<file path="config.mk">
export PLATFORM = sky130hd
export DESIGN_NAME = tlf_temp_supervisor
export DESIGN_NICKNAME = d
export VERILOG_FILES = /design/src/pkg/tlf_pkg.sv /design/src/rtl/tlf_delay_timer.sv /design/src/rtl/tlf_temp_supervisor.sv
export SDC_FILE = /design/constraint.sdc
export NUM_CORES = 1
export LEC_CHECK = 0
export BUFFER_PORTS_ARGS = -buffer_cell sky130_fd_sc_hd__buf_2
export CORE_MARGIN = 5
export CORE_UTILIZATION = 50
export DETAILED_ROUTE_END_ITERATION = 8
export GPL_ROUTABILITY_DRIVEN = 0
export HOLD_SLACK_MARGIN = 0.03
export PLACE_DENSITY_LB_ADDON = 0.1
export SYNTH_ARGS = -nofsm -noshare
export SYNTH_HDL_FRONTEND = slang
export SYNTH_SLANG_ARGS = --single-unit
</file>
<file path="constraint.sdc">
create_clock -name mclk -period 10.4 [get_ports mclk]
set_input_delay 0.52 -clock mclk [delete_from_list [all_inputs] [get_ports mclk]]
set_output_delay 0.52 -clock mclk [all_outputs]
set_load 0.02 [all_outputs]
</file>
<file path="src/pkg/tlf_pkg.sv">
package tlf_pkg;

  // Command codes on the management port
  localparam logic [7:0] CODE_OT_WARN = 8'h51;
  localparam logic [7:0] CODE_UT_WARN = 8'h52;
  localparam logic [7:0] CODE_UT_FAULT = 8'h53;
  localparam logic [7:0] CODE_UT_RESP = 8'h54;
  localparam logic [7:0] CODE_CLEAR_FAULTS = 8'h03;

  // Reset values
  localparam logic [15:0] RST_OT_WARN = 16'h0000;
  localparam logic [15:0] RST_UT_WARN = 16'h0000;
  localparam logic [15:0] RST_UT_FAULT = 16'h0000;
  localparam logic [7:0] RST_UT_RESP = 8'h00;

  // Field positions of the response byte
  localparam int RESP_ACT_MSB = 7;
  localparam int RESP_ACT_LSB = 6;
  localparam int RESP_TRY_MSB = 5;
  localparam int RESP_TRY_LSB = 3;
  localparam int RESP_DLY_MSB = 2;
  localparam int RESP_DLY_LSB = 0;

  // Response actions
  localparam logic [1:0] ACT_IGNORE = 2'h0;
  localparam logic [1:0] ACT_GRACE = 2'h1;
  localparam logic [1:0] ACT_DISABLE = 2'h2;
  localparam logic [1:0] ACT_LATCH = 2'h3;

  // Retry settings
  localparam logic [2:0] TRY_NONE = 3'h0;
  localparam logic [2:0] TRY_FOREVER = 3'h7;

  // Linear format: 5-bit signed exponent, 11-bit signed mantissa
  localparam int LIN_EXP_LSB = 11;
  localparam int LIN_FRAC_BITS = 16;

  typedef struct packed {
    logic [1:0] action;
    logic [2:0] retries;
    logic [2:0] delayExp;
  } tlf_resp_s;

  typedef struct packed {
    logic valid;
    logic write;
    logic [7:0] code;
    logic [15:0] data;
  } tlf_cmd_s;

  typedef enum logic [2:0] {
    ST_RUN = 3'b000,
    ST_GRACE = 3'b001,
    ST_HOLDOFF = 3'b010,
    ST_RETRY = 3'b011,
    ST_LATCH = 3'b100
  } tlf_state_e;

  // Linear value to signed fixed point with 16 fraction bits
  function automatic logic signed [47:0] tlf_lin2fix(input logic [15:0] lin);
    logic signed [4:0] e;
    logic signed [47:0] m;
    logic [5:0] sh;
    e = lin[15:LIN_EXP_LSB];
    m = 48'(signed'(lin[LIN_EXP_LSB-1:0]));
    sh = 6'(int'(e) + LIN_FRAC_BITS);
    return m <<< sh;
  endfunction

endpackage

</file>
<file path="src/rtl/tlf_delay_timer.sv">
`timescale 1ns/10ps
module tlf_delay_timer
  import tlf_pkg::*;
(
  input wire logic mclk,
  input wire logic rst_n,
  input wire logic start,
  input wire logic [2:0] delayExp,
  input wire logic [15:0] unitCycles,
  output logic done
);

  logic run_r;
  logic [15:0] per_r;
  logic [15:0] div_r;
  logic [8:0] left_r;
  logic [8:0] units_r;
  logic [24:0] elapsed_r;

  // Done is combinational so the next interval can start on the very edge that ends this one
  assign done = run_r & (div_r == per_r - 16'h0001) & (left_r == 9'h001);

  // Unit length is sampled at start; a zero unit is taken as one cycle
  always_ff @(posedge mclk or negedge rst_n) begin
    if (!rst_n) begin
      run_r <= 1'b0;
      per_r <= 16'h0001;
      div_r <= 16'h0000;
      left_r <= 9'h000;
      units_r <= 9'h000;
    end else begin
      if (start) begin
        run_r <= 1'b1;
        per_r <= (unitCycles == 16'h0000) ? 16'h0001 : unitCycles;
        div_r <= 16'h0000;
        left_r <= 9'h001 << delayExp;
        units_r <= 9'h001 << delayExp;
      end else if (run_r) begin
        if (div_r == per_r - 16'h0001) begin
          div_r <= 16'h0000;
          if (left_r == 9'h001) begin
            run_r <= 1'b0;
          end else begin
            left_r <= left_r - 9'h001;
          end
        end else begin
          div_r <= div_r + 16'h0001;
        end
      end
    end
  end

  always_ff @(posedge mclk or negedge rst_n) begin
    if (!rst_n) begin
      elapsed_r <= 25'h000_0000;
    end else if (start) begin
      elapsed_r <= 25'h000_0000;
    end else if (run_r) begin
      elapsed_r <= elapsed_r + 25'h000_0001;
    end
  end

  property p_span;
    @(posedge mclk) disable iff (!rst_n)
    done |-> elapsed_r == 25'(per_r) * 25'(units_r) - 25'h000_0001;
  endproperty
  a_span: assert property (p_span) else $error("delay span wrong");

endmodule

</file>
<file path="src/rtl/tlf_temp_supervisor.sv">
`timescale 1ns/10ps
// What this block does
// - Holds a 16-bit Linear over-temperature warning limit, host read and write.
// - Holds a 16-bit Linear under-temperature warning limit, host read and write.
// - Holds a 16-bit Linear under-temperature fault limit, host read and write.
// - Action 00 ignores the fault; output keeps running.
// - Action 01 runs on for the delay, then follows the retry setting if fault persists.
// - Action 10 disables output at once, then follows the retry setting.
// - Action 11 holds output off until bit clear, clear command, reset or off-on.
// - Retry setting 000 never restarts; output stays off until cleared.
// - Retry settings 1 to 6 allow that many attempts, then latch off.
// - Attempt starts are spaced by two to the delay field times the unit.
// - Retry setting 111 retries until commanded off or another fault stops it.
// - Delay field n selects two to the n time units.
// - Time unit length comes from the separate unit configuration.
module tlf_temp_supervisor
  import tlf_pkg::*;
(
  input wire logic mclk,
  input wire logic rst_n,
  input wire tlf_cmd_s cmd,
  output logic [15:0] cmdRdData,
  output logic cmdRdValid,
  output logic cmdBad,
  input wire logic tempValid,
  input wire logic [15:0] tempMeas,
  input wire logic [15:0] unitCycles,
  input wire logic faultBitClr,
  input wire logic onCommand,
  input wire logic otherShutdown,
  output logic outputEnable,
  output logic otWarn,
  output logic utWarn,
  output logic utFaultNow,
  output logic utFaultFlag
);

  logic [15:0] otWarnLim_r;
  logic [15:0] utWarnLim_r;
  logic [15:0] utFaultLim_r;
  tlf_resp_s resp_r;
  tlf_state_e state_r;
  logic [2:0] tries_r;
  logic timerStart_r;
  logic timerStart;
  logic timerDone;
  logic faultRise;
  logic clearCmd;
  logic clearAny;
  logic stopped;
  logic wrHit;
  logic rdHit;
  logic signed [47:0] tempFix;

  assign wrHit = cmd.valid & cmd.write;
  assign rdHit = cmd.valid & ~cmd.write;
  assign clearCmd = wrHit & (cmd.code == CODE_CLEAR_FAULTS);
  assign clearAny = clearCmd | faultBitClr;
  // Commanded off or shut down by another fault ends any sequence except a latch
  assign stopped = ~onCommand | otherShutdown;
  assign tempFix = tlf_lin2fix(tempMeas);

  // Limit and response storage
  always_ff @(posedge mclk or negedge rst_n) begin
    if (!rst_n) begin
      otWarnLim_r <= RST_OT_WARN;
      utWarnLim_r <= RST_UT_WARN;
      utFaultLim_r <= RST_UT_FAULT;
      resp_r <= RST_UT_RESP;
    end else if (wrHit) begin
      case (cmd.code)
        CODE_OT_WARN: begin
          otWarnLim_r <= cmd.data;
        end
        CODE_UT_WARN: begin
          utWarnLim_r <= cmd.data;
        end
        CODE_UT_FAULT: begin
          utFaultLim_r <= cmd.data;
        end
        CODE_UT_RESP: begin
          resp_r <= cmd.data[7:0];
        end
        default: begin
        end
      endcase
    end
  end

  // Read-back; unknown codes answer zero with cmdBad
  always_ff @(posedge mclk or negedge rst_n) begin
    if (!rst_n) begin
      cmdRdData <= 16'h0000;
      cmdRdValid <= 1'b0;
      cmdBad <= 1'b0;
    end else begin
      cmdRdValid <= rdHit;
      cmdBad <= 1'b0;
      if (rdHit) begin
        case (cmd.code)
          CODE_OT_WARN: begin
            cmdRdData <= otWarnLim_r;
          end
          CODE_UT_WARN: begin
            cmdRdData <= utWarnLim_r;
          end
          CODE_UT_FAULT: begin
            cmdRdData <= utFaultLim_r;
          end
          CODE_UT_RESP: begin
            cmdRdData <= {8'h00, resp_r};
          end
          default: begin
            cmdRdData <= 16'h0000;
            cmdBad <= 1'b1;
          end
        endcase
      end else if (wrHit) begin
        case (cmd.code)
          CODE_OT_WARN, CODE_UT_WARN, CODE_UT_FAULT, CODE_UT_RESP,
          CODE_CLEAR_FAULTS: begin
            cmdBad <= 1'b0;
          end
          default: begin
            cmdBad <= 1'b1;
          end
        endcase
      end
    end
  end

  // Comparisons happen only on a fresh measurement, so levels hold between samples
  always_ff @(posedge mclk or negedge rst_n) begin
    if (!rst_n) begin
      otWarn <= 1'b0;
      utWarn <= 1'b0;
      utFaultNow <= 1'b0;
    end else if (tempValid) begin
      otWarn <= tempFix > tlf_lin2fix(otWarnLim_r);
      utWarn <= tempFix < tlf_lin2fix(utWarnLim_r);
      utFaultNow <= tempFix < tlf_lin2fix(utFaultLim_r);
    end
  end

  assign faultRise = tempValid & ~utFaultNow & (tempFix < tlf_lin2fix(utFaultLim_r));

  // Sticky status; a new fault in the clearing cycle wins
  always_ff @(posedge mclk or negedge rst_n) begin
    if (!rst_n) begin
      utFaultFlag <= 1'b0;
    end else if (faultRise) begin
      utFaultFlag <= 1'b1;
    end else if (clearAny) begin
      utFaultFlag <= 1'b0;
    end
  end

  // Timer starts on the edge of the state change, so attempt starts sit exactly one delay apart;
  // timerStart_r is only its registered echo for the checks
  always_comb begin
    timerStart = 1'b0;
    if (!(stopped && state_r != ST_LATCH)) begin
      case (state_r)
        ST_RUN: begin
          timerStart = faultRise && (resp_r.action == ACT_GRACE
            || (resp_r.action == ACT_DISABLE && resp_r.retries != TRY_NONE));
        end
        ST_GRACE: begin
          timerStart = timerDone && utFaultNow && (resp_r.retries != TRY_NONE);
        end
        ST_HOLDOFF: begin
          timerStart = timerDone;
        end
        ST_RETRY: begin
          timerStart = timerDone && utFaultNow
            && (resp_r.retries == TRY_FOREVER || tries_r < resp_r.retries);
        end
        default: begin
          timerStart = 1'b0;
        end
      endcase
    end
  end

  // Fault response sequencer
  always_ff @(posedge mclk or negedge rst_n) begin
    if (!rst_n) begin
      state_r <= ST_RUN;
      tries_r <= 3'h0;
      timerStart_r <= 1'b0;
    end else begin
      timerStart_r <= 1'b0;
      if (stopped && state_r != ST_LATCH) begin
        state_r <= ST_RUN;
        tries_r <= 3'h0;
      end else begin
        case (state_r)
          ST_RUN: begin
            if (faultRise) begin
              case (resp_r.action)
                ACT_IGNORE: begin
                  state_r <= ST_RUN;
                end
                ACT_GRACE: begin
                  state_r <= ST_GRACE;
                  timerStart_r <= 1'b1;
                end
                ACT_DISABLE: begin
                  tries_r <= 3'h0;
                  if (resp_r.retries == TRY_NONE) begin
                    state_r <= ST_LATCH;
                  end else begin
                    state_r <= ST_HOLDOFF;
                    timerStart_r <= 1'b1;
                  end
                end
                default: begin
                  state_r <= ST_LATCH;
                end
              endcase
            end
          end
          ST_GRACE: begin
            if (timerDone) begin
              tries_r <= 3'h0;
              if (!utFaultNow) begin
                state_r <= ST_RUN;
              end else if (resp_r.retries == TRY_NONE) begin
                state_r <= ST_LATCH;
              end else begin
                state_r <= ST_HOLDOFF;
                timerStart_r <= 1'b1;
              end
            end
          end
          ST_HOLDOFF: begin
            if (timerDone) begin
              state_r <= ST_RETRY;
              tries_r <= 3'h1;
              timerStart_r <= 1'b1;
            end
          end
          ST_RETRY: begin
            if (timerDone) begin
              if (!utFaultNow) begin
                state_r <= ST_RUN;
                tries_r <= 3'h0;
              end else if (resp_r.retries == TRY_FOREVER) begin
                timerStart_r <= 1'b1;
              end else if (tries_r < resp_r.retries) begin
                tries_r <= tries_r + 3'h1;
                timerStart_r <= 1'b1;
              end else begin
                state_r <= ST_LATCH;
              end
            end
          end
          ST_LATCH: begin
            // Commanded off also releases; a shutdown by another fault alone does not
            if (clearAny || !onCommand) begin
              state_r <= ST_RUN;
              tries_r <= 3'h0;
            end
          end
          default: begin
            state_r <= ST_RUN;
          end
        endcase
      end
    end
  end

  // Output is off in hold-off and latch; restart attempts switch it back on
  always_ff @(posedge mclk or negedge rst_n) begin
    if (!rst_n) begin
      outputEnable <= 1'b0;
    end else begin
      outputEnable <= ~stopped & (state_r != ST_HOLDOFF) & (state_r != ST_LATCH);
    end
  end

  tlf_delay_timer u_timer (
    .mclk(mclk),
    .rst_n(rst_n),
    .start(timerStart),
    .delayExp(resp_r.delayExp),
    .unitCycles(unitCycles),
    .done(timerDone)
  );

  property p_ignore;
    @(posedge mclk) disable iff (!rst_n)
    (state_r == ST_RUN && faultRise && resp_r.action == ACT_IGNORE && !stopped)
      |=> state_r == ST_RUN ##1 outputEnable;
  endproperty
  a_ignore: assert property (p_ignore) else $error("ignore left run");

  property p_grace;
    @(posedge mclk) disable iff (!rst_n)
    (state_r == ST_RUN && faultRise && resp_r.action == ACT_GRACE && !stopped)
      |=> state_r == ST_GRACE && timerStart_r ##1 outputEnable;
  endproperty
  a_grace: assert property (p_grace) else $error("grace not entered");

  property p_disable;
    @(posedge mclk) disable iff (!rst_n)
    (state_r == ST_RUN && faultRise && resp_r.action == ACT_DISABLE && !stopped
      && resp_r.retries != TRY_NONE) |=> state_r == ST_HOLDOFF ##1 !outputEnable;
  endproperty
  a_disable: assert property (p_disable) else $error("output not disabled");

  property p_latch_hold;
    @(posedge mclk) disable iff (!rst_n)
    (state_r == ST_LATCH && !clearAny && onCommand) |=> state_r == ST_LATCH && !outputEnable;
  endproperty
  a_latch_hold: assert property (p_latch_hold) else $error("latch released");

  property p_no_retry;
    @(posedge mclk) disable iff (!rst_n)
    (state_r == ST_RUN && faultRise && resp_r.action == ACT_DISABLE && !stopped
      && resp_r.retries == TRY_NONE) |=> state_r == ST_LATCH;
  endproperty
  a_no_retry: assert property (p_no_retry) else $error("restart with zero retries");

  property p_give_up;
    @(posedge mclk) disable iff (!rst_n)
    (state_r == ST_RETRY && timerDone && utFaultNow && !stopped
      && resp_r.retries != TRY_FOREVER && tries_r >= resp_r.retries) |=> state_r == ST_LATCH;
  endproperty
  a_give_up: assert property (p_give_up) else $error("retries not exhausted");

  property p_forever;
    @(posedge mclk) disable iff (!rst_n)
    (state_r == ST_RETRY && timerDone && utFaultNow && !stopped
      && resp_r.retries == TRY_FOREVER) |=> state_r == ST_RETRY && timerStart_r;
  endproperty
  a_forever: assert property (p_forever) else $error("endless retry stopped");

  property p_flag;
    @(posedge mclk) disable iff (!rst_n)
    faultRise |=> utFaultFlag && utFaultNow;
  endproperty
  a_flag: assert property (p_flag) else $error("fault flag missed");

  property p_readback;
    @(posedge mclk) disable iff (!rst_n)
    (rdHit && cmd.code == CODE_OT_WARN) |=> cmdRdValid && cmdRdData == $past(otWarnLim_r);
  endproperty
  a_readback: assert property (p_readback) else $error("limit read-back wrong");

  property p_start_echo;
    @(posedge mclk) disable iff (!rst_n)
    timerStart_r == $past(timerStart);
  endproperty
  a_start_echo: assert property (p_start_echo) else $error("timer start decode differs");

endmodule

</file>
# Yosys cells after proc, flatten, opt, wreduce, memory -nomap -nowiden
# Cells that the tools add are included.
# op_classes
add_sub_neg,8
magnitude_cmp,4
eq_ne,26
shifts,5
muxes,44
n_bitwise,15
reduce_logical,28
# op_table
cell,count
$sshl 11x6->48,4
$lt 48x48->1,2
$mux 16,4
$pmux 16 s4,1
$mux 3,20
$gt 48x48->1,1
$mux 9,4
$eq 8x7->1 const B,4
$pmux 3 s5,2
$add 5x6->6 const B,4
$ne 3x3->1 const B,7
$add 16x1->16 const B,1
$eq 16x16->1,1
$logic_not 16->1,1
$sub 16x1->16 const B,1
$ne 4x4->1 const B,3
$mux 1,11
$and 1x1->1,9
$eq 9x1->1 const B,1
$pmux 3 s3,1
$reduce_and 9->1,1
$shl 1x3->9 const A,1
$sub 9x1->9 const B,1
$eq 8x2->1 const B,1
other kinds (25),44
# totals
regBits,127
inputBits,64
output_inout_bits,23
word_cells,150

# Logic depth before layout (Yosys ltp)
# Gate-level depths: netlist (run 1).
# logic_depth
word_depth,10
mapped_depth,20
mapped_depth_nobuf,18

# Modules after synthesis
# A second synthesis (run 1) with hierarchy kept.
# hier_totals
hier_cells,1576
area_unflattened_um2,13260.2
# modules_own_cells
module,instances,cells_per_inst,area_each_um2,seq_area_each_um2
tlf_temp_supervisor,1,1267,10361.2,2127.0
tlf_delay_timer,1,309,2899.0,1052.3

# Worst setup path after synthesis (run 1)
# Ideal clock, no wire load.
# synth_path
path_type,input-to-reg
start,input port tempMeas[11]
end,register u_timer.per_r[10]
setup_ns,0.125
arrival_time_ns,4.500
required_time_ns,10.275
setup_slack_ns,5.776
path_stages,18
path_buffers,3
cell_sequence,clkbuf_1 -> clkbuf_1 -> and2_1 -> nor3_1 -> a21oi_1 -> mux2i_1 -> a21o_1 -> o21ai_0 -> ha_1 -> a21oi_1 -> o221ai_1 -> a2111oi_0 -> and4_1 -> a211oi_1 -> nor4_1 -> a41oi_2 -> buf_2 -> mux2_2
# synth_via
elab_chain_cells,7
# synth_lines
element,line_no,source
"start, declared",tlf_temp_supervisor.sv:26,"input wire logic [15:0] tempMeas,"
$add 5x6->6,tlf_pkg.sv:66,sh = 6'(int'(e) + LIN_FRAC_BITS);
$sshl 11x6->48,tlf_pkg.sv:67,return m <<< sh;
$lt 48x48->1,tlf_temp_supervisor.sv:145,assign faultRise = tempValid & ~utFaultNow & (tempFix < tlf_lin2fix(utFaultLim_r));
$and 1x1->1,tlf_temp_supervisor.sv:145,
$logic_and 1x1->1,tlf_temp_supervisor.sv:165,timerStart = faultRise && (resp_r.action == ACT_GRACE
$pmux 1 s4,tlf_temp_supervisor.sv:163,case (state_r)
$mux 1,tlf_temp_supervisor.sv:162,if (!(stopped && state_r != ST_LATCH)) begin
"end signal, assigned",tlf_delay_timer.sv:34,per_r <= (unitCycles == 16'h0000) ? 16'h0001 : unitCycles;
"end, declared",tlf_delay_timer.sv:14,logic [15:0] per_r;
# No other way between the ends.
# A chain may end at the register's enable or synchronous reset.

# Worst setup path in the final report (run 1)
# layout_path
start,register utFaultLim_r[11]
end,register u_timer.left_r[2]
# layout_via
elab_chain_cells,9
word_cells_on_any_way,12
cone_classes,add/sub (1); order compare (1); eq/ne (1); shift (1); mux (3); bitwise (1); reduce/logical (4)
# layout_lines
element,line_no,source
"start, declared",tlf_temp_supervisor.sv:40,logic [15:0] utFaultLim_r;
"start signal, assigned",tlf_temp_supervisor.sv:79,utFaultLim_r <= cmd.data;
$add 5x6->6 *,tlf_pkg.sv:66,
$sshl 11x6->48 *,tlf_pkg.sv:67,
$lt 48x48->1 *,tlf_temp_supervisor.sv:145,
$and 1x1->1 *,tlf_temp_supervisor.sv:145,
$logic_and 1x1->1 *,tlf_temp_supervisor.sv:165,
$pmux 1 s4 *,tlf_temp_supervisor.sv:163,
$mux 1 *,tlf_temp_supervisor.sv:162,
$ne 2x2->1 (no source line) or $reduce_bool 2->1 (tied branches),-,
$reduce_and 3->1 (no source line),-,
"end signal, assigned",tlf_delay_timer.sv:36,left_r <= 9'h001 << delayExp;
"end signal, assigned",tlf_delay_timer.sv:44,left_r <= left_r - 9'h001;
"end, declared",tlf_delay_timer.sv:16,logic [8:0] left_r;
# Every way passes the cells marked *; elsewhere a longest branch is shown, timed or not.

==> results summary, run 1 <==
STA classifies the critical path startpoint as a flop. The worst-case setup slack after placement is 5.183 ns. The worst setup skew after layout came out at 0.01775 ns.

The summed negative setup slack over all endpoints came out at 0 ns. At the worst endpoint, the required time is 10.76 ns. The sink count of the clock tree came out at 127. The die area is 28,830 um^2.

The combinational share of power came out at 32.1%. The run finished with clean final reports. The pin count of the biggest net entering global routing came out at 69. For this run, the number of Yosys warnings is 0. In this run, distinct cell masters in the synthesized netlist total 72. In this run the tightest slew margin relative to its limit is 33.94%. Net switching is 39.21% of the power. Of all nets on the critical path, the largest fanout is 34. The post-route fraction of the period consumed by the critical path came out at 50.37%. The total setup violations reported at the end of the flow is 0. After filler insertion, the fill cell instance count of the layout stands at 2,342.

The sequential area share after synthesis is 24.90%. The switching power of the nets came out at 0.7374 mW. The fraction of registers with async set/reset is 100.0%. The clock tree synthesis step divided the H-tree into 4 levels.

The synthesized area per cell came out at 8.232 um^2. The number of global-route vias before repair came out at 10,940. The area of the core is 25,180 um^2. Clock-pin slew was measured on the worst setup and hold paths at 0.08 ns. Relative to the synthesized area, the layout overhead comes to 8.957%. The number of max-capacitance violations reported came out at 0. At the pin with the least slew margin, the transition time is 0.9909 ns. The critical path class is reg -> reg.

The average wire per standard cell came out at 20.74 um. The initial antenna violation count came out at 0. The gate count of the mapped netlist is 1,551. The logic depth of the worst register-to-register path came out at 16. The initial core utilization came out at 50.70%. The die is 169.8 um tall. The synthesized design spends more area on one cell type than any other, namely sky130_fd_sc_hd__dfrtp_1. For this design the static power due to leakage is 6.249 nW. The fraction of final layout cells with drive strength greater than 1 is 14.44%. For this run, the post-layout net count is 1,768.

The worst register-to-register path begins at utFaultLim_r[11]$_DFFE_PN0P_. The number of optimization iterations in the first detailed-route pass is 5. The final HPWL from detailed placement came out at 30,530 um.

The post-placement cell count came out at 1,884. The post-synthesis instance area is 12,770 um^2. The number of hold-slack violations in the final timing report is 0. The number of placement rows came out at 58. The count of non-filler cells in the finished layout came out at 1,916. Total power for the finished layout comes to 1.881 mW. The instance area after placement is 13,320 um^2. The worst register-to-register path ends at u_timer.left_r[2]$_DFFE_PN0P_. The final design area excluding fillers is 13,910 um^2. The number of vias after detailed routing is 12,060. By area the synthesized netlist is led by sky130_fd_sc_hd__dfrtp_1 (25%), sky130_fd_sc_hd__ha_1 (13%), sky130_fd_sc_hd__mux2_2 (7.1%).

From left edge to right edge, the die measures 169.8 um. In the synthesized netlist the dominant register cell turns out to be sky130_fd_sc_hd__dfrtp_1. Setup repair after global routing left no endpoint under its margin. The number of register bits inferred by synthesis is 127. The number of synthesized flops with an enable pin came out at 0. The clock latency on the worst-skew pair is 0.43 ns. The timing-limited maximum frequency is 0.1909 GHz. The number of CTS-inserted buffers came out at 17. The post-detailed-route DRC marker count came out at 0.

The via count normalized by instance count came out at 6.294. The classification of the worst-slack hold path is in -> async. The TritonCTS clock tree is done.

The routed wire length is 39,750 um. For this design the top-level I/O count stands at 87. The cell sitting at the root of the clock tree is a sky130_fd_sc_hd__clkbuf_16. After global routing the overflow that remains totals 0. The maximum ir drop on the vdd rail came out at 0.0001091 V. By instance count, the leading cell after synthesis is sky130_fd_sc_hd__nand2_1. The worst setup path is captured at a flop.

The detailed router finished its first iteration with 1,161 violations. Once the clock tree was built, the setup fixing pass inserted 0 buffers. Counting instances in the post-synthesis netlist gives the leading cell types as sky130_fd_sc_hd__nand2_1 (175), sky130_fd_sc_hd__o21ai_0 (135), sky130_fd_sc_hd__ha_1 (131). The remaining antenna violation count came out at 0. The clock share of power came out at 32.5%. The total global-route track usage is 27.09%. In this run, post-CTS hold repair placed 0 buffers. The number of antenna diodes is 0.

The wire length of the first global-routing pass came out at 61,630 um. The sequential share of power came out at 35.4%. The least setup slack across all paths after layout came out at 5.161 ns. The power density relative to cell area is 135.2 nW/um^2. Gates resized during post-CTS repair numbered 0. The number of I/O port buffers came out at 86. The portion of synthesized cell area occupied by the leading cell type is 24.70%. The number of max-slew violations in the final report came out at 0.

The register-to-register setup slack came out at 5.16 ns. The critical path data arrival time came out at 5.60 ns. The internal power of the cells totals 1.143 mW. The worst-case clock buffer depth is 2. Counting every net in the synthesized netlist gives 1,746.

The clock period minus worst slack is 5.239 ns.
## layer usage
| layer | wire, um | vias to the layer above | track usage (%) | share of wire, % |
|---|---|---|---|---|
| li1 | - | 5796 | - | - |
| met1 | 18450 | 5735 | 40.39 | 46 |
| met2 | 17020 | 460 | 39.72 | 43 |
| met3 | 2941 | 69 | 4.496 | 7.4 |
| met4 | 1340 | 0 | 9.100 | 3.4 |
| met5 | 0 | - | 0 | 0 |
## registers in the layout (all words and copies together), names as in the netlist, 3 cells and up
name / cells
cmdRdData: 16
utFaultLim_r: 16
otWarnLim_r: 16
u_timer.per_r: 16
state_r: 3
u_timer.div_r: 16
tries_r: 3
u_timer.left_r: 9
resp_r: 8
utWarnLim_r: 16
## logic make-up (layout without fill, tap and decap cells)
kind of cell / Yosys count / in the layout / synth area share, %
AO/OA/AOI/OAI: 447 / 447 / 22.50
XOR/XNOR: 42 / 42 / 2.881
adder cells (fa/ha/maj): 131 / 131 / 12.84
buffers and inverters: 127 / 162 / 3.900
flip-flops: 127 / 127 / 24.90
multiplexers: 161 / 161 / 13.41
AND/OR/NAND/NOR: 516 / 516 / 19.57
## power groups by stage
stage | sequential, mW | clock [mW] | combinational [mW]
floorplan | 0.627 | 0 | 0.478
global placement | 0.673 | 0 | 0.582
detailed placement | 0.674 | 0 | 0.594
CTS | 0.665 | 0.618 | 0.598
global route | 0.681 | 0.640 | 0.675
finish | 0.666 | 0.611 | 0.603
## worst max-delay path: stages (launching register included)
cell,delay (ns)
sky130_fd_sc_hd__dfrtp_1,0.76
sky130_fd_sc_hd__mux2_2,0.43
sky130_fd_sc_hd__o21ai_0,0.46
sky130_fd_sc_hd__o21ai_0,0.21
sky130_fd_sc_hd__o21ba_2,0.25
sky130_fd_sc_hd__a21boi_0,0.30
sky130_fd_sc_hd__ha_1,0.31
sky130_fd_sc_hd__a21oi_1,0.16
sky130_fd_sc_hd__o221ai_1,0.16
sky130_fd_sc_hd__a2111oi_0,0.58
sky130_fd_sc_hd__and4_1,0.29
sky130_fd_sc_hd__a211oi_1,0.16
sky130_fd_sc_hd__nor4_1,0.34
sky130_fd_sc_hd__a41oi_2,0.06
sky130_fd_sc_hd__buf_4,0.28
sky130_fd_sc_hd__nor4b_1,0.29
sky130_fd_sc_hd__a21o_1,0.12
## per-stage QoR
step                      hold WS [ns]  util (%)
after floorplan                 0.2244         -
after global placement          0.4624     52.88
after detailed placement        0.4708     52.88
after CTS                      0.08302     55.24
after global routing            0.1060     55.24
final                          0.04802     55.24
## final cells by class
cell class,instances,area (um^2),share of cell area [%]
inverters,37,138.9,0.9984
well taps,330,412.9,2.968
multi-input cells,1297,9096,65.39
clock inverters,15,168.9,1.214
clock buffers,17,425.4,3.058
repair buffers,93,489.2,3.517
flip-flops and latches,127,3179,22.85
## how the worst max path moves through the flow
stage	depth (start not counted)	slack (ns)	from	endpoint
global route	16	4.85	utFaultLim_r[11]$_DFFE_PN0P_	u_timer.left_r[1]$_DFFE_PN0P_
floorplan	18	5.78	tempMeas[11]	u_timer.per_r[10]$_DFFE_PN0P_
CTS	16	5.28	utFaultLim_r[11]$_DFFE_PN0P_	u_timer.left_r[4]$_DFFE_PN0P_
finish	16	5.16	utFaultLim_r[11]$_DFFE_PN0P_	u_timer.left_r[2]$_DFFE_PN0P_
global placement	18	5.28	tempMeas[11]	u_timer.per_r[15]$_DFFE_PN0P_
detailed placement	18	5.18	tempMeas[11]	u_timer.per_r[13]$_DFFE_PN0P_
## cells in the final DEF, fill, tap and decap left out, types with 10 or more instances in the layout
cell type,synthesis,layout
sky130_fd_sc_hd__a22oi_1,32,32
sky130_fd_sc_hd__ha_1,131,131
sky130_fd_sc_hd__nor2b_1,12,12
sky130_fd_sc_hd__nand3_1,41,41
sky130_fd_sc_hd__nand4_1,25,25
sky130_fd_sc_hd__nand2_1,175,175
sky130_fd_sc_hd__mux2i_1,81,81
sky130_fd_sc_hd__dfrtp_1,126,126
sky130_fd_sc_hd__nor4_1,10,10
sky130_fd_sc_hd__nor3_1,36,36
sky130_fd_sc_hd__a21oi_1,95,95
sky130_fd_sc_hd__xor2_1,24,24
sky130_fd_sc_hd__nor2_1,121,121
sky130_fd_sc_hd__o21ai_0,135,135
sky130_fd_sc_hd__o211ai_1,14,14
sky130_fd_sc_hd__and2_1,19,19
sky130_fd_sc_hd__xnor2_1,18,18
sky130_fd_sc_hd__a211oi_1,12,12
sky130_fd_sc_hd__a21o_1,32,32
sky130_fd_sc_hd__a21boi_0,20,20
sky130_fd_sc_hd__inv_1,33,33
sky130_fd_sc_hd__a221oi_1,11,11
sky130_fd_sc_hd__a31oi_1,10,10
sky130_fd_sc_hd__o21a_1,15,15
sky130_fd_sc_hd__buf_2,5,85
sky130_fd_sc_hd__nand2b_1,19,19
sky130_fd_sc_hd__clkbuf_16,0,17
sky130_fd_sc_hd__mux2_2,80,80
(Power assumes the default switching activity.)
==> run 2, diff against run 1 <==
- clock period: 10.4 -> 5.28 ns (I/O delays scaled with it)
==> results summary, run 2 (synthesized netlist as in run 1, its figures left out) <==
The register-to-register setup slack is 0.35 ns (-4.81 ns). The count of routing violations after the opening detailed-route iteration came out at 1,062 (-8.5%). The cell depth of the worst hold path is 2.

The summed negative setup slack over all endpoints was 0 ns (unchanged). The post-synthesis to final-layout area growth came out at 10.26%. The remaining antenna violation count was 0 (unchanged). The timing-limited maximum frequency came out at 0.2029 GHz (+6.3%). Setup repair after global routing left no endpoint under its margin. The sequential cell area came out at 3179 um^2 (unchanged). The post-detailed-route DRC marker count came out at 0 (unchanged). The width of the die came out at 169.8 um (unchanged). The run finished with clean final reports. The number of hold-slack violations in the final timing report came out at 0 (unchanged). The classification of the worst-slack hold path is in -> reg.

The clock-pin slew on the worst setup and hold paths is 0.07 ns (about the same). The number of I/O port buffers is 86 (unchanged). The worst stage delay on the critical path is 0.75 ns (about the same). The fraction of final layout cells with drive strength greater than 1 came to 15.49% (+1.1 points). The quantity of gates resized following cts is 0 (unchanged). The critical path data arrival time came out at 5.20 ns (-0.40 ns). The global-route congestion overflow total came out at 0 (unchanged).

The buffers plus inverters on the worst setup path is 0 (-1). The end-of-flow core utilization is 55.90% (+0.66 points). The critical path data required time is 5.55 ns (-5.21 ns). The die extent in y was 169.8 um (unchanged). The least setup slack across all paths after layout was 0.3525 ns (-4.809 ns).

The signal on the critical path passes through mux2_2, mux2i_1, o21ai_0, nor2_1, nor2_1, a21boi_0, ha_1, a211oi_1, o221ai_1, a2111oi_0, and4_1, a211oi_1, or3_1, o22ai_2, nor2_1. The number of global-route vias before repair came out at 11,190 (+2.3%). The power density relative to cell area is 262.9 nW/um^2 (+94%). The total setup violations reported at the end of the flow is 0 (unchanged). The number of CTS-inserted buffers came out at 17 (unchanged).

The pin slew with the least headroom to its limit came out at 1.037 ns (+0.04572 ns). The initial antenna violation count was 0 (unchanged). TritonCTS built the clock tree. The number of top-level pins is 87 (unchanged). The pin count of the biggest net entering global routing came to 96 (+39%). Leaving out fill and tap cells, the most frequent cell in the layout is sky130_fd_sc_hd__nand2_1.

The clock latency on the worst-skew pair came out at 0.43 ns (about the same). The number of optimization iterations in the first detailed-route pass came out at 5 (unchanged). The worst-case clock buffer depth came to 2 (unchanged). On the critical path the largest part of the delay comes from compound AO/OA/AOI/OAI gates. The library cells used most frequently in the layout, excluding fill and tap cells, are sky130_fd_sc_hd__nand2_1 (175), sky130_fd_sc_hd__o21ai_0 (135), sky130_fd_sc_hd__ha_1 (131), sky130_fd_sc_hd__dfrtp_1 (126), sky130_fd_sc_hd__nor2_1 (121).

The area of the core is 25,180 um^2 (unchanged). The final-layout fill cell count is 2,340 (-0.085%). The number of antenna diodes came out at 0 (unchanged). The worst setup path is captured at a flop. The worst setup skew after layout came out at 0.02257 ns (+0.004811 ns). The count of H-tree levels built during CTS is 4 (unchanged). The die area is 28,830 um^2 (unchanged). The routed wire length came out at 40,000 um (+0.63%). The number of placement rows is 58 (unchanged). The most numerous cell type found on the critical path is sky130_fd_sc_hd__nor2_1. The maximum fanout along the worst path is 16 (-53%).

The multi-input combinational cell area is 9096 um^2 (unchanged). The number of vias after detailed routing was 12,110 (+0.41%). The clock period minus worst slack is 4.927 ns (-0.3112 ns). The wire length of the first global-routing pass came out at 61,950 um (+0.52%). The number of max-slew violations in the final report is 0 (unchanged). The via count normalized by instance count is 6.251 (-0.68%). The post-route fraction of the period consumed by the critical path is 93.32% (+43 points). The slowest stage of the critical path is the sky130_fd_sc_hd__dfrtp_1 cell. The critical path class is reg -> reg. STA classifies the critical path startpoint as a flop.

The final net count came out at 1,789 (+1.2%). The worst-case setup slack after placement was 0.4355 ns (-4.748 ns). The reg-to-reg endpoint is u_timer.div_r[6]$_DFFE_PN0P_.

The final HPWL from detailed placement is 30,700 um (+0.57%). In this run the critical register-to-register path is launched from utFaultLim_r[11]$_DFFE_PN0P_. The depth of the critical timing path with buffers and inverters included is 15 (-1). The total global-route track usage is 27.33% (+0.24 points). The number of max-capacitance violations reported came to 0 (unchanged). The sink count of the clock tree came out at 127 (unchanged).

The maximum ir drop on the vdd rail is 0.0002200 V (+100%). The average wire per standard cell is 20.65 um (-0.46%). The initial core utilization came to 50.70% (unchanged).

CTS placed an instance of sky130_fd_sc_hd__clkbuf_16 at the clock tree root. The worst hold path terminates at u_timer.per_r[11]$_DFFE_PN0P_. The worst hold path begins at unitCycles[11]. The logic depth of the worst register-to-register path is 15 (-1). The total leakage power is 6.355 nW (+1.7%). The relative max-transition margin is 30.89% (-3.0 points).
-- run 2: cell types whose count changed in the layout (fill, tap and decap cells not counted) --
cell,delta
sky130_fd_sc_hd__buf_4,+19
sky130_fd_sc_hd__buf_12,+1
sky130_fd_sc_hd__clkinv_4,-1
sky130_fd_sc_hd__clkinv_8,-1
sky130_fd_sc_hd__clkinvlp_4,+1
sky130_fd_sc_hd__dlygate4sd3_1,+1
sky130_fd_sc_hd__inv_8,+1
-- run 2: power by group --
group | total [mW] | internal [mW] | switching, mW
logic | 1.21 | 0.529 | 0.686
registers | 1.31 | 1.10 | 0.208
clock network | 1.18 | 0.633 | 0.544
-- run 2: timing repair --
item	in CTS	in global routing
endpoints found under the hold margin	94	0
setup buffers	0	0
hold buffers	1	0
-- run 2: worst max-delay path by stage --
stage                                       from                             to
CTS                 utFaultLim_r[11]$_DFFE_PN0P_  u_timer.left_r[1]$_DFFE_PN0P_
detailed placement  utFaultLim_r[11]$_DFFE_PN0P_   u_timer.div_r[6]$_DFFE_PN0P_
global route        utFaultLim_r[11]$_DFFE_PN0P_  u_timer.left_r[1]$_DFFE_PN0P_
global placement    utFaultLim_r[11]$_DFFE_PN0P_  u_timer.div_r[11]$_DFFE_PN0P_
floorplan                           tempMeas[11]  u_timer.per_r[10]$_DFFE_PN0P_
finish              utFaultLim_r[11]$_DFFE_PN0P_   u_timer.div_r[6]$_DFFE_PN0P_
-- run 2: through the flow --
step / cell area (um^2) / hold WS (ns) / total power [mW] / instances
finish: 14080 / 0.08171 / 3.701 / 1937
floorplan: 12770 / -0.03159 / 2.176 / 1551
global route: 14080 / 0.07194 / 3.941 / 1937
global placement: 13480 / 0.4348 / 2.489 / 1904
detailed placement: 13480 / 0.4297 / 2.517 / 1904
CTS: 14080 / 0.06432 / 3.711 / 1937
-- run 2: final cells by class --
cell class | count | area share [%]
clock inverters | 15 | 1.155
repair buffers | 114 | 4.702
clock buffers | 17 | 3.022
flip-flops and latches | 127 | 22.58
well taps | 330 | 2.933
inverters | 37 | 0.9866
multi-input cells | 1297 | 64.62
-- run 2: routing by layer --
layer / routed length (um) / vias to the layer above / GRT usage (%)
li1: - / 5842 / -
met4: 1583 / 0 / 9.905
met1: 18510 / 5757 / 39.31
met2: 16990 / 424 / 40.62
met5: 0 / - / 0
met3: 2907 / 86 / 5.637
==> run 3, diff against run 2 <==
- REMOVE_ABC_BUFFERS: not set -> 1
==> results summary, run 3 (synthesized netlist as in run 1, its figures left out) <==
The run finished with clean final reports. The post-route fraction of the period consumed by the critical path came out at 91.53% (-1.8 points). The post-CTS setup buffer count is 0 (unchanged). The number of global-route vias before repair is 11,230 (+0.30%). The pin slew with the least headroom to its limit is 1.081 ns (+0.04464 ns).

The die extent in y came out at 169.8 um (unchanged). The total leakage power came out at 6.331 nW (-0.38%). The post-synthesis to final-layout area growth is 10.02%. The quantity of gates resized following cts was 0 (unchanged). The summed negative setup slack over all endpoints came out at 0 ns (unchanged).

Leaving out fill and tap cells, the most frequent cell in the layout is sky130_fd_sc_hd__nand2_1. The number of optimization iterations in the first detailed-route pass came out at 7 (+2). The maximum ir drop on the vdd rail came out at 0.0002259 V (+2.7%).

The initial core utilization came out at 50.70% (unchanged). The tightest min-delay check is of the in -> reg type. The worst-case clock buffer depth is 2 (unchanged). The sequential share of power came out at 35.3% (about the same). The pin count of the biggest net entering global routing is 68 (-29%).

The count of routing violations after the opening detailed-route iteration was 1,339 (+26%). The number of top-level pins came out at 87 (unchanged). The least setup slack across all paths after layout is 0.4471 ns (+0.09456 ns). The worst-case setup slack after placement came out at 0.3747 ns (-0.06076 ns). The die area is 28,830 um^2 (unchanged).

The clock period minus worst slack is 4.833 ns (-0.09456 ns). The relative max-transition margin came to 27.36% (-3.5 points). The combinational share of power is 33.1% (+0.3 points). The top cell types in the final layout, fill and taps aside, are sky130_fd_sc_hd__nand2_1 (175), sky130_fd_sc_hd__o21ai_0 (135), sky130_fd_sc_hd__ha_1 (131), sky130_fd_sc_hd__dfrtp_1 (126), sky130_fd_sc_hd__nor2_1 (121). The via count normalized by instance count is 6.271 (+0.31%). The clock latency on the worst-skew pair is 0.42 ns (about the same).

The initial antenna violation count is 0 (unchanged). The number of I/O port buffers is 86 (unchanged). The switching power share of the total is 37.29% (-1.5 points). The final HPWL from detailed placement came out at 32,080 um (+4.5%). The routed wire length is 41,170 um (+2.9%). The wire length of the first global-routing pass is 63,090 um (+1.8%). The power density relative to cell area is 264.4 nW/um^2 (+0.56%).

Clock tree synthesis selected as its root buffer the cell sky130_fd_sc_hd__clkbuf_16. The timing-limited maximum frequency is 0.2069 GHz (+2.0%). The count of H-tree levels built during CTS is 4 (unchanged). The post-detailed-route DRC marker count is 0 (unchanged). TritonCTS built the clock tree.

The fraction of final layout cells with drive strength greater than 1 is 15.28% (-0.21 points). The maximum fanout along the worst path came out at 14 (-2). The worst setup path is launched from a flop. The number of vias after detailed routing came out at 12,120 (+0.11%). The average wire per standard cell is 21.30 um (+3.2%). The critical path data required time is 5.55 ns (about the same). The global-route congestion overflow total is 0 (unchanged). The worst setup path is captured at a flop. The final net count is 1,785 (-0.22%). The number of max-slew violations in the final report is 0 (unchanged).

The width of the die came out at 169.8 um (unchanged). The clock-pin slew on the worst setup and hold paths came out at 0.06 ns (about the same). The area of the core came out at 25,180 um^2 (unchanged). The count of non-filler cells in the finished layout is 1,933 (-0.21%).

The register-to-register setup slack is 0.45 ns (+0.09 ns). The number of placement rows came out at 58 (unchanged). The total setup violations reported at the end of the flow is 0 (unchanged). The number of hold-slack violations in the final timing report came to 0 (unchanged). The post-placement cell count came to 1,900 (-0.21%). The critical path in this run is classified as reg -> reg. The number of CTS-inserted buffers is 17 (unchanged). Setup repair after global routing left no endpoint under its margin.

The sink count of the clock tree came out at 127 (unchanged). The number of antenna diodes came out at 0 (unchanged). The cell-internal power came to 2.329 mW (+2.9%). The number of buffers inserted for hold repair after clock tree synthesis is 1 (unchanged). The switching power of the nets came out at 1.385 mW (-3.7%). The clock share of power came to 31.6% (-0.2 points).

The remaining antenna violation count is 0 (unchanged). The total global-route track usage is 27.85% (+0.52 points). The critical path data arrival time was 5.10 ns (-0.10 ns).

The end-of-flow core utilization was 55.78% (-0.12 points). The worst setup skew after layout came out at 0.009381 ns (-0.01319 ns). The number of max-capacitance violations reported came out at 0 (unchanged).
run 3: changes by cell type in the layout (fill, tap and decap cells not counted), sizes merged:
| cell | before | now |
|---|---|---|
| inv | 42 | 37 |
| clkinvlp | 3 | 4 |
| buf | 113 | 109 |
| clkinv | 7 | 9 |
| bufinv | 0 | 2 |
run 3: cell type report:
type / count / area [um^2]
sequential: 127 / 3179
timing repair buffer: 110 / 631.9
fill: 2328 / 11140
clock inverter: 15 / 161.4
clock buffer: 17 / 425.4
multi-input combinational: 1297 / 9096
tap: 330 / 412.9
inverter: 37 / 138.9
run 3: metrics by stage:
step	hold slack, ns	instance area, um^2	power [mW]
2_1_floorplan	-0.03159	12410	2.136
3_3_place_gp	0.2873	13450	2.495
3_5_place_dp	0.2817	13450	2.522
4_1_cts	0.07899	14050	3.704
5_1_grt	0.08032	14050	3.935
6_report	0.08790	14050	3.713
run 3: power by group through the flow:
stage	registers (mW)	logic [mW]	clock network (mW)
6_report	1.31	1.23	1.17
5_1_grt	1.33	1.36	1.24
4_1_cts	1.31	1.21	1.18
3_5_place_dp	1.32	1.20	0
3_3_place_gp	1.32	1.18	0
2_1_floorplan	1.28	0.859	0
run 3: path summary, 6_finish.rpt:
check / startpoint / end / cells past startpoint
min reg2reg: cmdRdData[1]$_DFFE_PN0P_ / cmdRdData[1]$_DFFE_PN0P_ / 2
max: utFaultLim_r[11]$_DFFE_PN0P_ / u_timer.div_r[10]$_DFFE_PN0P_ / 16
min in group asynchronous: rst_n / utWarnLim_r[13]$_DFFE_PN0P_ / 2
max reg2reg: utFaultLim_r[11]$_DFFE_PN0P_ / u_timer.div_r[10]$_DFFE_PN0P_ / 16
max in group asynchronous: rst_n / cmdBad$_DFF_PN0_ / 3
min: unitCycles[1] / u_timer.per_r[1]$_DFFE_PN0P_ / 2
run 3: worst max-delay path, cell delays in order (launching register included):
cell and delay [ns]:
sky130_fd_sc_hd__dfrtp_1 0.49, sky130_fd_sc_hd__buf_4 0.25, sky130_fd_sc_hd__mux2i_1 0.25, sky130_fd_sc_hd__nand2_1 0.07
sky130_fd_sc_hd__o21ai_0 0.22, sky130_fd_sc_hd__o21ai_0 0.19, sky130_fd_sc_hd__o21ba_2 0.26, sky130_fd_sc_hd__a21boi_0 0.21
sky130_fd_sc_hd__ha_1 0.28, sky130_fd_sc_hd__a21oi_1 0.18, sky130_fd_sc_hd__o221ai_1 0.15, sky130_fd_sc_hd__a2111oi_0 0.59
sky130_fd_sc_hd__and4_1 0.29, sky130_fd_sc_hd__a211oi_1 0.18, sky130_fd_sc_hd__or3_1 0.39, sky130_fd_sc_hd__o22ai_2 0.55
sky130_fd_sc_hd__nor2_1 0.12
run 3: layer usage:
| layer | GRT usage (%) | wire length (um) |
|---|---|---|
| met5 | 0 | 0 |
| met4 | 6.475 | 893 |
| met3 | 7.943 | 3987 |
| met2 | 40.32 | 17450 |
| met1 | 41.07 | 18840 |
